$ cat src/verilog/bric_pkg.sv
`default_nettype none
package bric_pkg;
    localparam logic [7:0] OP_NOP = 8'h00;
    localparam logic [7:0] OP_LONG_JUMP = 8'h02;
    localparam logic [7:0] OP_LONG_CALL = 8'h12;
    localparam logic [7:0] OP_BIT_SET_CLR = 8'h10;
    localparam logic [7:0] OP_BIT_SET = 8'h20;
    localparam logic [7:0] OP_BIT_CLR = 8'h30;
    localparam logic [7:0] OP_CARRY_SET = 8'h40;
    localparam logic [7:0] OP_CARRY_CLR = 8'h50;
    localparam logic [7:0] OP_ACC_ZERO = 8'h60;
    localparam logic [7:0] OP_ACC_NONZERO = 8'h70;
    localparam logic [7:0] OP_JMP_IND = 8'h73;
    localparam logic [7:0] OP_SHORT = 8'h80;
    localparam logic [7:0] OP_CMP_DIR = 8'hB5;
    localparam logic [7:0] OP_CMP_IND0 = 8'hB6;
    localparam logic [7:0] OP_CMP_IND1 = 8'hB7;
    localparam logic [4:0] OP_CMP_REG_HI = 5'h17;
    localparam logic [7:0] OP_DEC_DIR = 8'hD5;
    localparam logic [4:0] OP_DEC_REG_HI = 5'h1B;
    localparam logic [4:0] OP_PAGE_JUMP_LO = 5'h01;
    localparam logic [4:0] OP_PAGE_CALL_LO = 5'h11;
    localparam int PAGE_BITS = 11;
    localparam logic [15:0] PC_RESET = 16'h0000;
    typedef enum logic [2:0] {K_NONE, K_COND, K_JUMP, K_IND} bric_kind_e;
endpackage
`default_nettype wire

$ cat src/verilog/bric_core.sv
`default_nettype none
module bric_core
    import bric_pkg::*;
(
    input wire logic clk,
    input wire logic resetn,
    input wire logic instr_valid,
    input wire logic [7:0] byte0,
    input wire logic [7:0] byte1,
    input wire logic [7:0] byte2,
    input wire logic [15:0] pc_in,
    input wire logic [7:0] acc,
    input wire logic carry,
    input wire logic [15:0] data_pointer,
    input wire logic [7:0] reg_val,
    input wire logic [7:0] ind_val,
    input wire logic [7:0] dir_val,
    input wire logic bit_val,
    output logic busy,
    output logic [1:0] instr_len,
    output logic [2:0] reg_sel,
    output logic [7:0] dir_addr,
    output logic dir_is_sfr,
    output logic [7:0] bit_addr,
    output logic bit_is_sfr,
    output logic [15:0] pc_out,
    output logic pc_load,
    output logic taken,
    output logic [7:0] wb_data,
    output logic wb_reg,
    output logic wb_dir,
    output logic wb_bit_clr,
    output logic call_push
);
    // single-cycle decode; two-cycle forms hold busy one extra cycle
    logic [7:0] op;
    logic is_cmp_reg, is_cmp_ind, is_dec_reg, is_page_j, is_page_c;
    logic [15:0] pc_next, rel_t, page_t, ind_t;
    logic [7:0] dec_src, dec_res, cmp_a, cmp_b, rel_b;
    logic cond, is_cond, is_jump;
    logic [1:0] len;
    logic two_cyc;
    logic [15:0] tgt;
    logic busy_reg;

    assign op = byte0;
    assign is_cmp_reg = op[7:3] == OP_CMP_REG_HI;
    assign is_cmp_ind = op == OP_CMP_IND0 || op == OP_CMP_IND1;
    assign is_dec_reg = op[7:3] == OP_DEC_REG_HI;
    assign is_page_j = op[4:0] == OP_PAGE_JUMP_LO;
    assign is_page_c = op[4:0] == OP_PAGE_CALL_LO;
    assign reg_sel = is_cmp_ind ? {2'b00, op[0]} : op[2:0];
    assign dir_addr = byte1;
    assign dir_is_sfr = byte1[7];
    assign bit_addr = byte1;
    assign bit_is_sfr = byte1[7];

    assign len = (op == OP_NOP || op == OP_JMP_IND) ? 2'd1 :
        (is_cmp_reg || is_cmp_ind || op == OP_CMP_DIR || op == OP_DEC_DIR ||
         op == OP_BIT_SET_CLR || op == OP_BIT_SET || op == OP_BIT_CLR ||
         op == OP_LONG_JUMP || op == OP_LONG_CALL) ? 2'd3 :
        2'd2;
    assign pc_next = pc_in + {14'h0000, len};
    assign rel_b = (len == 2'd3) ? byte2 : byte1;
    assign dec_src = is_dec_reg ? reg_val : dir_val;
    assign dec_res = dec_src - 8'h01;
    assign cmp_a = is_cmp_reg ? reg_val : is_cmp_ind ? ind_val : acc;
    assign cmp_b = (op == OP_CMP_DIR) ? dir_val : byte1;

    always_comb begin
        is_cond = 1'b1;
        cond = 1'b0;
        if (is_cmp_reg || is_cmp_ind || op == OP_CMP_DIR) begin
            cond = cmp_a != cmp_b;
        end else if (is_dec_reg || op == OP_DEC_DIR) begin
            cond = dec_res != 8'h00;
        end else begin
            case (op)
                OP_ACC_ZERO: cond = acc == 8'h00;
                OP_ACC_NONZERO: cond = acc != 8'h00;
                OP_CARRY_SET: cond = carry;
                OP_CARRY_CLR: cond = !carry;
                OP_BIT_SET: cond = bit_val;
                OP_BIT_CLR: cond = !bit_val;
                OP_BIT_SET_CLR: cond = bit_val;
                default: is_cond = 1'b0;
            endcase
        end
    end

    assign is_jump = op == OP_SHORT || op == OP_LONG_JUMP || op == OP_LONG_CALL ||
        op == OP_JMP_IND || is_page_j || is_page_c;

    bric_target u_tgt (
        .pc_next(pc_next),
        .rel(rel_b),
        .full({byte1, byte2}),
        .page({op[7:5], byte1}),
        .acc(acc),
        .data_pointer(data_pointer),
        .rel_target(rel_t),
        .page_target(page_t),
        .ind_target(ind_t)
    );

    always_comb begin
        if (op == OP_LONG_JUMP || op == OP_LONG_CALL) begin
            tgt = {byte1, byte2};
        end else if (is_page_j || is_page_c) begin
            tgt = page_t;
        end else if (op == OP_JMP_IND) begin
            tgt = ind_t;
        end else if ((is_cond && cond) || op == OP_SHORT) begin
            tgt = rel_t;
        end else begin
            tgt = pc_next;
        end
    end

    assign two_cyc = is_cond || is_jump;
    logic busy_next_w;
    assign busy_next_w = instr_valid && !busy_reg && two_cyc;

    always_ff @(posedge clk or negedge resetn) begin
        if (!resetn) begin
            busy_reg <= 1'b0;
        end else begin
            busy_reg <= busy_next_w;
        end
    end
    assign busy = busy_reg;

    logic go;
    assign go = instr_valid && !busy_reg;

    always_ff @(posedge clk or negedge resetn) begin
        if (!resetn) begin
            pc_out <= PC_RESET;
            pc_load <= 1'b0;
            taken <= 1'b0;
            instr_len <= 2'd0;
            wb_data <= 8'h00;
            wb_reg <= 1'b0;
            wb_dir <= 1'b0;
            wb_bit_clr <= 1'b0;
            call_push <= 1'b0;
        end else begin
            pc_load <= go;
            if (go) begin
                pc_out <= tgt;
                instr_len <= len;
                wb_data <= dec_res;
            end
            taken <= go && ((is_cond && cond) || is_jump);
            wb_reg <= go && is_dec_reg;
            wb_dir <= go && op == OP_DEC_DIR;
            wb_bit_clr <= go && op == OP_BIT_SET_CLR && bit_val;
            call_push <= go && (op == OP_LONG_CALL || is_page_c);
        end
    end

    AST_NOP_ONE: assert property (@(posedge clk) disable iff (!resetn)
        go && op == OP_NOP |=> pc_load && !taken && pc_out == $past(pc_in) + 16'h0001 && !busy)
        else $error("nop did not advance by one");
    AST_CMP_REG: assert property (@(posedge clk) disable iff (!resetn)
        go && is_cmp_reg && reg_val == byte1 |=> pc_out == $past(pc_in) + 16'h0003 && busy)
        else $error("equal compare branched");
    AST_CMP_IND: assert property (@(posedge clk) disable iff (!resetn)
        go && is_cmp_ind |=> taken == ($past(ind_val) != $past(byte1)))
        else $error("indirect compare wrong");
    AST_CMP_DIR: assert property (@(posedge clk) disable iff (!resetn)
        go && op == OP_CMP_DIR |=> taken == ($past(acc) != $past(dir_val)))
        else $error("direct compare wrong");
    AST_DEC_REG: assert property (@(posedge clk) disable iff (!resetn)
        go && is_dec_reg |=> wb_reg && instr_len == 2'd2 && wb_data == $past(reg_val) - 8'h01)
        else $error("register decrement wrong");
    AST_DEC_DIR: assert property (@(posedge clk) disable iff (!resetn)
        go && op == OP_DEC_DIR && dir_val == 8'h01 |=> wb_dir && !taken ##1 !busy)
        else $error("direct decrement wrong");
    AST_ACC_ZERO: assert property (@(posedge clk) disable iff (!resetn)
        go && op == OP_ACC_ZERO |=> taken == ($past(acc) == 8'h00))
        else $error("zero branch wrong");
    AST_CARRY: assert property (@(posedge clk) disable iff (!resetn)
        go && op == OP_CARRY_CLR |=> taken == !$past(carry))
        else $error("carry branch wrong");
    AST_BIT: assert property (@(posedge clk) disable iff (!resetn)
        go && op == OP_BIT_CLR |=> taken == !$past(bit_val))
        else $error("bit branch wrong");
    AST_BIT_SET_CLR: assert property (@(posedge clk) disable iff (!resetn)
        go && op == OP_BIT_SET_CLR && bit_val |=> wb_bit_clr && taken)
        else $error("bit not cleared");
    AST_IND: assert property (@(posedge clk) disable iff (!resetn)
        go && op == OP_JMP_IND |=> pc_out == $past(data_pointer) + {8'h00, $past(acc)})
        else $error("indirect jump target wrong");
    AST_REL: assert property (@(posedge clk) disable iff (!resetn)
        go && op == OP_SHORT |=> pc_out == $past(pc_in) + 16'h0002 + {{8{$past(byte1[7])}}, $past(byte1)})
        else $error("relative target wrong");
    AST_LONG: assert property (@(posedge clk) disable iff (!resetn)
        go && op == OP_LONG_JUMP |=> pc_out == {$past(byte1), $past(byte2)})
        else $error("long target wrong");
    AST_PAGE: assert property (@(posedge clk) disable iff (!resetn)
        go && is_page_j |=> pc_out[15:11] == $past(pc_in + 16'h0002) >> 11)
        else $error("page target left page");
    AST_UNTAKEN: assert property (@(posedge clk) disable iff (!resetn)
        go && op == OP_CARRY_SET && !carry |=> pc_out == $past(pc_in) + 16'h0002)
        else $error("untaken branch wrong");

    AST_CMP_REG_NE: assert property (@(posedge clk) disable iff (!resetn)
        go && is_cmp_reg && reg_val != byte1
        |=> taken && pc_out == $past(pc_in) + 16'h0003 + {{8{$past(byte2[7])}}, $past(byte2)})
        else $error("unequal register compare did not branch");

    AST_CMP_REG_LEN: assert property (@(posedge clk) disable iff (!resetn)
        go && is_cmp_reg
        |=> instr_len == 2'd3 && busy ##1 !busy)
        else $error("register compare length or cycles wrong");

    AST_CMP_IND_LEN: assert property (@(posedge clk) disable iff (!resetn)
        go && is_cmp_ind
        |=> instr_len == 2'd3 && busy ##1 !busy)
        else $error("indirect compare length or cycles wrong");

    AST_CMP_IND_SEL: assert property (@(posedge clk) disable iff (!resetn)
        is_cmp_ind
        |-> reg_sel == {2'b00, byte0[0]})
        else $error("indirect pointer register select wrong");

    AST_CMP_DIR_LEN: assert property (@(posedge clk) disable iff (!resetn)
        go && op == OP_CMP_DIR
        |=> instr_len == 2'd3 && busy)
        else $error("direct compare length wrong");

    AST_DEC_REG_NZ: assert property (@(posedge clk) disable iff (!resetn)
        go && is_dec_reg && reg_val != 8'h01
        |=> taken)
        else $error("register decrement did not branch");

    AST_DEC_REG_Z: assert property (@(posedge clk) disable iff (!resetn)
        go && is_dec_reg && reg_val == 8'h01
        |=> !taken && pc_out == $past(pc_in) + 16'h0002)
        else $error("register decrement to zero branched");

    AST_DEC_DIR_LEN: assert property (@(posedge clk) disable iff (!resetn)
        go && op == OP_DEC_DIR
        |=> instr_len == 2'd3 && wb_dir && wb_data == $past(dir_val) - 8'h01 && busy ##1 !busy)
        else $error("direct decrement length or value wrong");

    AST_DEC_DIR_NZ: assert property (@(posedge clk) disable iff (!resetn)
        go && op == OP_DEC_DIR && dir_val != 8'h01
        |=> taken)
        else $error("direct decrement did not branch");

    AST_ACC_NONZERO: assert property (@(posedge clk) disable iff (!resetn)
        go && op == OP_ACC_NONZERO
        |=> taken == ($past(acc) != 8'h00))
        else $error("nonzero branch wrong");

    AST_CARRY_SET: assert property (@(posedge clk) disable iff (!resetn)
        go && op == OP_CARRY_SET
        |=> taken == $past(carry))
        else $error("carry set branch wrong");

    AST_BIT_SET: assert property (@(posedge clk) disable iff (!resetn)
        go && op == OP_BIT_SET
        |=> taken == $past(bit_val))
        else $error("bit set branch wrong");

    AST_BIT_SET_KEEP: assert property (@(posedge clk) disable iff (!resetn)
        go && op == OP_BIT_SET
        |=> !wb_bit_clr)
        else $error("plain bit test cleared the bit");

    AST_BIT_CLR_ONLY: assert property (@(posedge clk) disable iff (!resetn)
        go && op != OP_BIT_SET_CLR
        |=> !wb_bit_clr)
        else $error("bit cleared by another instruction");

    AST_BIT_SET_CLR_IDLE: assert property (@(posedge clk) disable iff (!resetn)
        go && op == OP_BIT_SET_CLR && !bit_val
        |=> !wb_bit_clr && !taken)
        else $error("clear bit branch acted on a zero bit");

    AST_IND_LEN: assert property (@(posedge clk) disable iff (!resetn)
        go && op == OP_JMP_IND
        |=> instr_len == 2'd1 && taken && busy)
        else $error("indirect jump length wrong");

    AST_REL_COND: assert property (@(posedge clk) disable iff (!resetn)
        go && op == OP_ACC_ZERO && acc == 8'h00
        |=> pc_out == $past(pc_in) + 16'h0002 + {{8{$past(byte1[7])}}, $past(byte1)})
        else $error("two byte branch offset wrong");

    AST_REL_THREE: assert property (@(posedge clk) disable iff (!resetn)
        go && op == OP_BIT_SET && bit_val
        |=> pc_out == $past(pc_in) + 16'h0003 + {{8{$past(byte2[7])}}, $past(byte2)})
        else $error("three byte branch offset wrong");

    AST_LONG_CALL: assert property (@(posedge clk) disable iff (!resetn)
        go && op == OP_LONG_CALL
        |=> pc_out == {$past(byte1), $past(byte2)} && call_push && instr_len == 2'd3)
        else $error("long call target wrong");

    AST_LONG_LEN: assert property (@(posedge clk) disable iff (!resetn)
        go && op == OP_LONG_JUMP
        |=> instr_len == 2'd3 && !call_push && taken)
        else $error("long jump length wrong");

    AST_PAGE_LOW: assert property (@(posedge clk) disable iff (!resetn)
        go && is_page_j
        |=> pc_out[10:0] == {$past(byte0[7:5]), $past(byte1)} && instr_len == 2'd2)
        else $error("page jump offset wrong");

    AST_PAGE_CALL: assert property (@(posedge clk) disable iff (!resetn)
        go && is_page_c
        |=> call_push && pc_out[10:0] == {$past(byte0[7:5]), $past(byte1)})
        else $error("page call target wrong");

    AST_DIR_SEL: assert property (@(posedge clk) disable iff (!resetn)
        instr_valid
        |-> dir_addr == byte1 && dir_is_sfr == byte1[7])
        else $error("direct byte select wrong");

    AST_BIT_SEL: assert property (@(posedge clk) disable iff (!resetn)
        instr_valid
        |-> bit_addr == byte1 && bit_is_sfr == byte1[7])
        else $error("bit select wrong");

    AST_UNTAKEN_BIT: assert property (@(posedge clk) disable iff (!resetn)
        go && op == OP_BIT_CLR && bit_val
        |=> !taken && pc_out == $past(pc_in) + 16'h0003)
        else $error("untaken bit branch wrong");

    AST_UNTAKEN_CMP: assert property (@(posedge clk) disable iff (!resetn)
        go && op == OP_CMP_DIR && acc == dir_val
        |=> !taken && pc_out == $past(pc_in) + 16'h0003)
        else $error("untaken compare wrong");

    AST_NOP_QUIET: assert property (@(posedge clk) disable iff (!resetn)
        go && op == OP_NOP
        |=> instr_len == 2'd1 && !wb_reg && !wb_dir && !wb_bit_clr && !call_push)
        else $error("nop changed state");

    AST_REFUSED: assert property (@(posedge clk) disable iff (!resetn)
        busy
        |=> !pc_load)
        else $error("request accepted while busy");

    AST_REG_SEL: assert property (@(posedge clk) disable iff (!resetn)
        !is_cmp_ind
        |-> reg_sel == byte0[2:0])
        else $error("bank register select wrong");
endmodule
`default_nettype wire

$ cat src/verilog/bric_target.sv
`default_nettype none
module bric_target
    import bric_pkg::*;
(
    input wire logic [15:0] pc_next,
    input wire logic [7:0] rel,
    input wire logic [15:0] full,
    input wire logic [10:0] page,
    input wire logic [7:0] acc,
    input wire logic [15:0] data_pointer,
    output logic [15:0] rel_target,
    output logic [15:0] page_target,
    output logic [15:0] ind_target
);
    assign rel_target = pc_next + {{8{rel[7]}}, rel};
    assign page_target = {pc_next[15:PAGE_BITS], page};
    assign ind_target = data_pointer + {8'h00, acc};
endmodule
`default_nettype wire

$ cat config.mk
export PLATFORM = sky130hd
export DESIGN_NAME = bric_core
export DESIGN_NICKNAME = d
export VERILOG_FILES = /design/src/verilog/bric_pkg.sv /design/src/verilog/bric_core.sv /design/src/verilog/bric_target.sv
export SDC_FILE = /design/constraint.sdc
export NUM_CORES = 1
export LEC_CHECK = 0
export BUFFER_PORTS_ARGS = -buffer_cell sky130_fd_sc_hd__buf_2
export CORE_MARGIN = 1.5
export CORE_UTILIZATION = 48
export CTS_CLUSTER_SIZE = 28
export DETAILED_ROUTE_END_ITERATION = 8
export GPL_TIMING_DRIVEN = 0
export PLACE_DENSITY = 0.86
export SLEW_MARGIN = 15
export SYNTH_ARGS = -nofsm -noshare
export SYNTH_HDL_FRONTEND = slang
export SYNTH_SLANG_ARGS = --single-unit
$ cat constraint.sdc
create_clock -name clk -period 1.38 [get_ports clk]
set_input_delay 0.207 -clock clk [delete_from_list [all_inputs] [get_ports clk]]
set_output_delay 0.207 -clock clk [all_outputs]
set_load 0.005 [all_outputs]
* Word-level counts from Yosys, hierarchy flattened
Cells that the tools add are included.
** Storage, ports and cells
- Register bits after elaboration :: 33
- Bits of input ports :: 93
- Output and inout port bits :: 54
** Cells by class
- $add $sub $neg :: 4
- Equality and inequality tests :: 21
- Multiplexer cells :: 18
- Reduce and logical (&&, ||, !) cells :: 40
** Operators by type and width (count)
- $mux 16 :: 4
- $eq 8x7->1 const B :: 5
- $eq 8x8->1 const B :: 5
- $mux 8 :: 5
- $logic_or 1x1->1 :: 22
- $add 16x16->16 :: 1
- $add 16x2->16 :: 1
- $add 16x8->16 :: 1
- $eq 8x5->1 const B :: 2
- $eq 8x6->1 const B :: 2
- $logic_not 8->1 :: 2
- $reduce_bool 8->1 :: 2
- $eq 5x5->1 const B :: 3
- $logic_and 1x1->1 :: 9
- $eq 8x2->1 const B :: 1
- $ne 8x8->1 :: 1
- $sub 8x1->8 const B :: 1
- $reduce_or 7->1 :: 1
- $mux 1 :: 6
- $pmux 1 s6 :: 1
- $eq 5x1->1 const B :: 1
- $logic_not 1->1 :: 3
- $mux 3 :: 1
- $eq 2x2->1 const B :: 1
- 2 further kinds :: 2

* Longest topological paths before layout
- Depth after elaboration :: 19
- Gate-level depth with buffers :: 24

* Hierarchy
A second synthesis with hierarchy kept.
** Unflattened totals
- Cell total of the unflattened synthesis :: 628
- Area, all modules :: 4882.2 µm²
** Modules (own cells, without submodules)
- bric_core :: times used 1, cells each 455, area an instance 3592.2 µm²
- bric_target :: times used 1, cells each 173, area an instance 1290.0 µm²

* Least setup slack after synthesis
OpenSTA, ideal clock, no wires.
- Path kind :: input to register
- From :: input byte0[1]
- To :: register pc_out[15]
- Arrival :: 4588 ps
- Setup slack :: -3331 ps
- Stages :: 24
- Path buffers :: 3
- Path through :: buf_2 > clkbuf_1 > nor3_1 > nand2_1 > o221a_2 > and2_1 > clkbuf_1 > nand2_1 > ha_1 > inv_1 > fa_1 > nor2_1 > nand3_1 > xnor2_1 > ha_1 > a21oi_1 > o21ai_0 > nand3_1 > o211ai_1 > o41ai_1 > mux2i_1 > o211ai_2 > mux2i_1 > a21oi_1
** On the way
- Cells in the longest elaborated chain, start to end :: 19
- Elaborated cells on any way between the ends :: 55
** RTL lines
- from (decl) :: line bric_core.sv:8 : input wire logic [7:0] byte0,
- $eq 8x8->1 :: line bric_core.sv:48 : assign is_cmp_ind = op == OP_CMP_IND0 || op == OP_CMP_IND1;
- $logic_or 1x1->1 :: line bric_core.sv:48
- $logic_or 1x1->1 (4 in series) :: line bric_core.sv:59 : (is_cmp_reg || is_cmp_ind || op == OP_CMP_DIR || op == OP_DEC_DIR ||
- $logic_or 1x1->1 (3 in series) :: line bric_core.sv:60 : op == OP_BIT_SET_CLR || op == OP_BIT_SET || op == OP_BIT_CLR ||
- $logic_or 1x1->1 :: line bric_core.sv:61 : op == OP_LONG_JUMP || op == OP_LONG_CALL) ? 2'd3 :
- $mux 1 :: line bric_core.sv:61
- $mux 2 * :: line bric_core.sv:58 : assign len = (op == OP_NOP || op == OP_JMP_IND) ? 2'd1 :
- via len[0] :: line bric_core.sv:41 : logic [1:0] len;
- branches (longest 5 deep; another with $add 16x2->16)
- $mux 16 * :: line bric_core.sv:109 : end else if (is_page_j || is_page_c) begin
- $mux 16 * :: line bric_core.sv:107 : if (op == OP_LONG_JUMP || op == OP_LONG_CALL) begin
- to (signal assigned) :: line bric_core.sv:150 : pc_out <= tgt;
- to (decl) :: line bric_core.sv:26 : output logic [15:0] pc_out,
Mark *: on every way through the listed nets, which the timed path passes.
A chain may end at the register's enable or synchronous reset.

* Final worst setup path
- From :: input byte0[1]
- To :: register pc_out[9]
** On the way
- Cells in the longest elaborated chain, start to end :: 19
- Elaborated cells on any way between the ends :: 55
** RTL lines
- $eq 8x8->1 :: line bric_core.sv:48
- $logic_or 1x1->1 :: line bric_core.sv:48
- $logic_or 1x1->1 (4 in series) :: line bric_core.sv:59
- $logic_or 1x1->1 (3 in series) :: line bric_core.sv:60
- $logic_or 1x1->1 :: line bric_core.sv:61
- $mux 1 :: line bric_core.sv:61
- $mux 2 * :: line bric_core.sv:58
- via len[0] :: line bric_core.sv:41
- branches (longest 3 deep; another with $add 16x2->16)
- $mux 16 * :: line bric_core.sv:113 : end else if ((is_cond && cond) || op == OP_SHORT) begin
- $mux 16 * :: line bric_core.sv:111 : end else if (op == OP_JMP_IND) begin
- $mux 16 * :: line bric_core.sv:109
- $mux 16 * :: line bric_core.sv:107
Marks and branches as above.

==> summary.txt <==
Drt
  – Drt first pass iters: 8
  – Max layer used: met4
  – Avg WL per Cell: 21.5 um
  – Drc violations: 0
  – WL final: 20700 um
  – Met1 wire length: 7370 um
  – Via count of the routed design: 6283
  – Routed length on met3: 2200 um
  – Detailed Route Iter0 Violations: 864
  – Drt via density: 6.54
  – Final ANT Viol Nets: 0
  – WL met2: 9500 um

Place
  – DP HPWL: 13700 um
  – Placed insts: 890
  – I/O Buffers: 143
  – Placed cell area: 5770 sq um
  – GP Congestion: 0.949

Cells and area
  – Largest Register: pc_out
  – FF/Latch Area: 826 sq um
  – Layout cell share with drive strength beyond 1: 46.4%
  – Biggest regs: pc_out (16), wb_data (8), instr_len (2)
  – Non-Filler Cell Area, Final: 7090 sq um
  – Antenna fix cells: 0
  – # nets final: 954
  – Max reg flops: 16
  – Filler Cells Inserted: 671
  – Multi-input logic area: 4150 sq um
  – Synth-to-layout area growth: 51.7%
  – Non-Filler Instances: 961

STA
  – Least-Margin Pin Slew: 797 ps
  – Final Hold Fails: 33
  – Peak Freq: 0.236 GHz
  – RSZ-0062 raised after global routing: yes
  – Worst Skew: 5.89 ps
  – Setup violators final: 26
  – Post-route setup slack: -2860 ps
  – Slew headroom: 46.9%
  – Min Tclk post-route: 4240 ps
  – Fin crit share: 307%
  – Hold Slack: -15.0 ps
  – Slew Viols, Final: 0

Worst setup path
  – Reg-to-reg endpoint: pc_out[3]
  – Slowest stage delay, CP: 540 ps
  – Crit. End Element: flop
  – Worst path slowest cell: or4_1
  – Worst Path Required: 1620 ps
  – Setup crit end: pc_out[9]
  – Crit. Startpoint: byte0[1]
  – Delay-heaviest family, CP: compound AO/OA/AOI/OAI gates
  – Worst path bufs/invs: 7
  – Flop2flop setup slack: -140 ps
  – Worst Path Max Fanout: 5
  – Crit path depth: 24
  – Reg2Reg Launch Point: busy
  – WP data arrival: 4480 ps
  – Most frequent cell on the critical path: a21oi_1
  – Worst reg2reg path depth: 6
  – Startpoint types: input port
  – Cells along the critical path: buf_8, buf_8, clkbuf_16, nor3_4, nand2_2, o221a_4, and2_4, nand2_4, ha_4, inv_2, fa_2, buf_4, xnor2_4, ha_4, a21oi_4, a31oi_4, o21ai_2, buf_4, inv_2, a21oi_1, xnor2_1, a21oi_1, or4_1, a21oi_1
  – CP Class: input port to flop

Floorplanning
  – Area of the die: 10300 sq um
  – Die W: 102 um
  – Height of the die: 102 um
  – Starting Density: 50.1%
  – IO Pins: 147
  – Core area: 9330 sq um
  – Rows: 35

Power
  – Switching share of power: 42.2%
  – VDD IR max: 0.424 mV
  – Comb pwr share: 57.3%
  – Clock power frac: 17.2%
  – Switching pwr: 1.94 mW
  – Flop pwr share: 25.5%
  – PD cells: 649 nW/um^2
  – LEAKAGE: 3.25 nW
  – P_int: 2.66 mW

Synthesis
  – Distinct cells, synth: 72
  – Register area share after synthesis: 17.7%
  – Netlist Area Pre-Place: 4670 sq um
  – Post-synth top area cell: dfrtp_1
  – Share of the synthesized area in the top cell type: 17.7%
  – Dominant cells by area after synthesis: dfrtp_1 18%, ha_1 7.2%, xnor2_1 6.0%
  – Post-synth EDFFs: 0
  – Flops & latches, synth: 33
  – Top FF cell, synth: dfrtp_1
  – Ys async rst share: 100%
  – Avg Inst Size Synth: 7.56 sq um
  – Most frequent cell after synthesis: a21oi_1
  – Post-synthesis cell count: 618
  – Commonest cells post-synth: 55 x a21oi_1, 51 x nand2_1, 40 x nor2_1, 34 x o21ai_0, 33 x dfrtp_1
  – Syn Nets: 741
  – Warnings, synthesis: 0

Global route
  – Global-route wire length before repair: 29500 um
  – Largest net degree at the start of global routing: 34
  – Vias in the first global route: 5758
  – Antenna violations before repair: 0
  – GRT Overall Usage: 37.1%
  – Grt ovf: 0

Clock network
  – CTS Buffer Depth: 2
  – CTS tree: built
  – H-tree lvl count: 2
  – Total clock buffers created by CTS: 5
  – Root Driver: clkbuf_8
  – Clock latency on the worst-skew pair: 300 ps
  – Hold_buf cts: 0
  – Clock Pin Slew Worst Setup and Hold Paths: 80 ps
  – Clock sink total: 33

Status
  – Failing checks: hold timing, setup timing
  – Status: finished, violations left

Min path
  – Hold WC Path Type: input port to asynchronous set/reset pin

Run
  – Number of max-cap violations: 0
-- logic make-up after synthesis --
family | synth area share (%)
compound gates | 27.6
xor+xnor | 9.19
fa+ha+maj | 8.52
buf+inv | 9.11
flops | 17.7
mux | 5.78
simple gates | 22.1
-- per-layer routing --
metal | vias up | global-route usage [%]
li1 | 2692 | -
met1 | 2864 | 43.7
met2 | 552 | 63.8
met3 | 175 | 6.83
met4 | 0 | 20.1
met5 | - | 0
-- worst register-to-register path: stages (launching register included) --
cell and delay (ps):
dfrtp_1 420, nand2b_4 210, inv_2 110, clkbuf_8 170
nand3_1 180, a21oi_1 230, a21oi_1 100
-- cells in the final DEF (no fill, tap or decap), drive strengths merged, types with 11 or more instances in the layout --
cell	Yosys	routed
buf	33	244
a21oi	55	55
nand2	54	54
nor2	41	41
o21ai	36	36
dfrtp	33	33
nand3	32	32
xnor2	32	32
inv	31	31
ha	27	27
nor3	21	21
clkbuf	20	20
mux2i	18	18
xor2	17	17
and3	14	14
a31oi	14	14
a211oi	11	11
-- layout make-up --
class / instances / area share [%]
Multi-Input combinational cell: 501 / 58.6
Timing Repair Buffer: 209 / 18.9
Sequential cell: 33 / 11.7
Buffer: 50 / 5.79
Tap cell: 129 / 2.28
Inverter: 31 / 1.64
Clock buffer: 5 / 0.971
Clock inverter: 3 / 0.247
-- what timing repair did --
action                                 CTS  global route
endpoints found under the hold margin    0             0
setup buffers                           52            18
setup endpoints to repair               34            29
cloned                                   0             0
pin swaps                               64            30
gates resized for setup                132            40
-- how the worst min path moves through the flow --
stage	from	endpoint	slack, ps	depth (start not counted)
after floorplan	resetn	busy	-90	0
after global placement	resetn	wb_data[2]	310	1
after detailed placement	resetn	wb_data[7]	320	1
after CTS	resetn	pc_out[9]	0.6	1
after global routing	resetn	wb_data[7]	40	1
final	resetn	taken	-10	1
-- power by group through the flow --
stage	registers, mW	logic, mW	clock network (mW)
5_1_grt	1.18	2.79	0.796
3_5_place_dp	1.19	1.92	0
2_1_floorplan	1.18	1.20	0
4_1_cts	1.17	2.34	0.757
6_report	1.17	2.64	0.793
3_3_place_gp	1.18	1.86	0
-- metrics by stage --
step	TNS [ps]	utilization, %	setup slack, ps	power, mW
6_report	-40110	76.0	-2860	4.60
5_1_grt	-42610	76.0	-2950	4.76
4_1_cts	-38100	73.2	-2620	4.26
3_5_place_dp	-57000	61.8	-3950	3.10
3_3_place_gp	-55780	61.8	-3810	3.05
2_1_floorplan	-37700	-	-2780	2.38
Power figures use the tool's default switching activity.
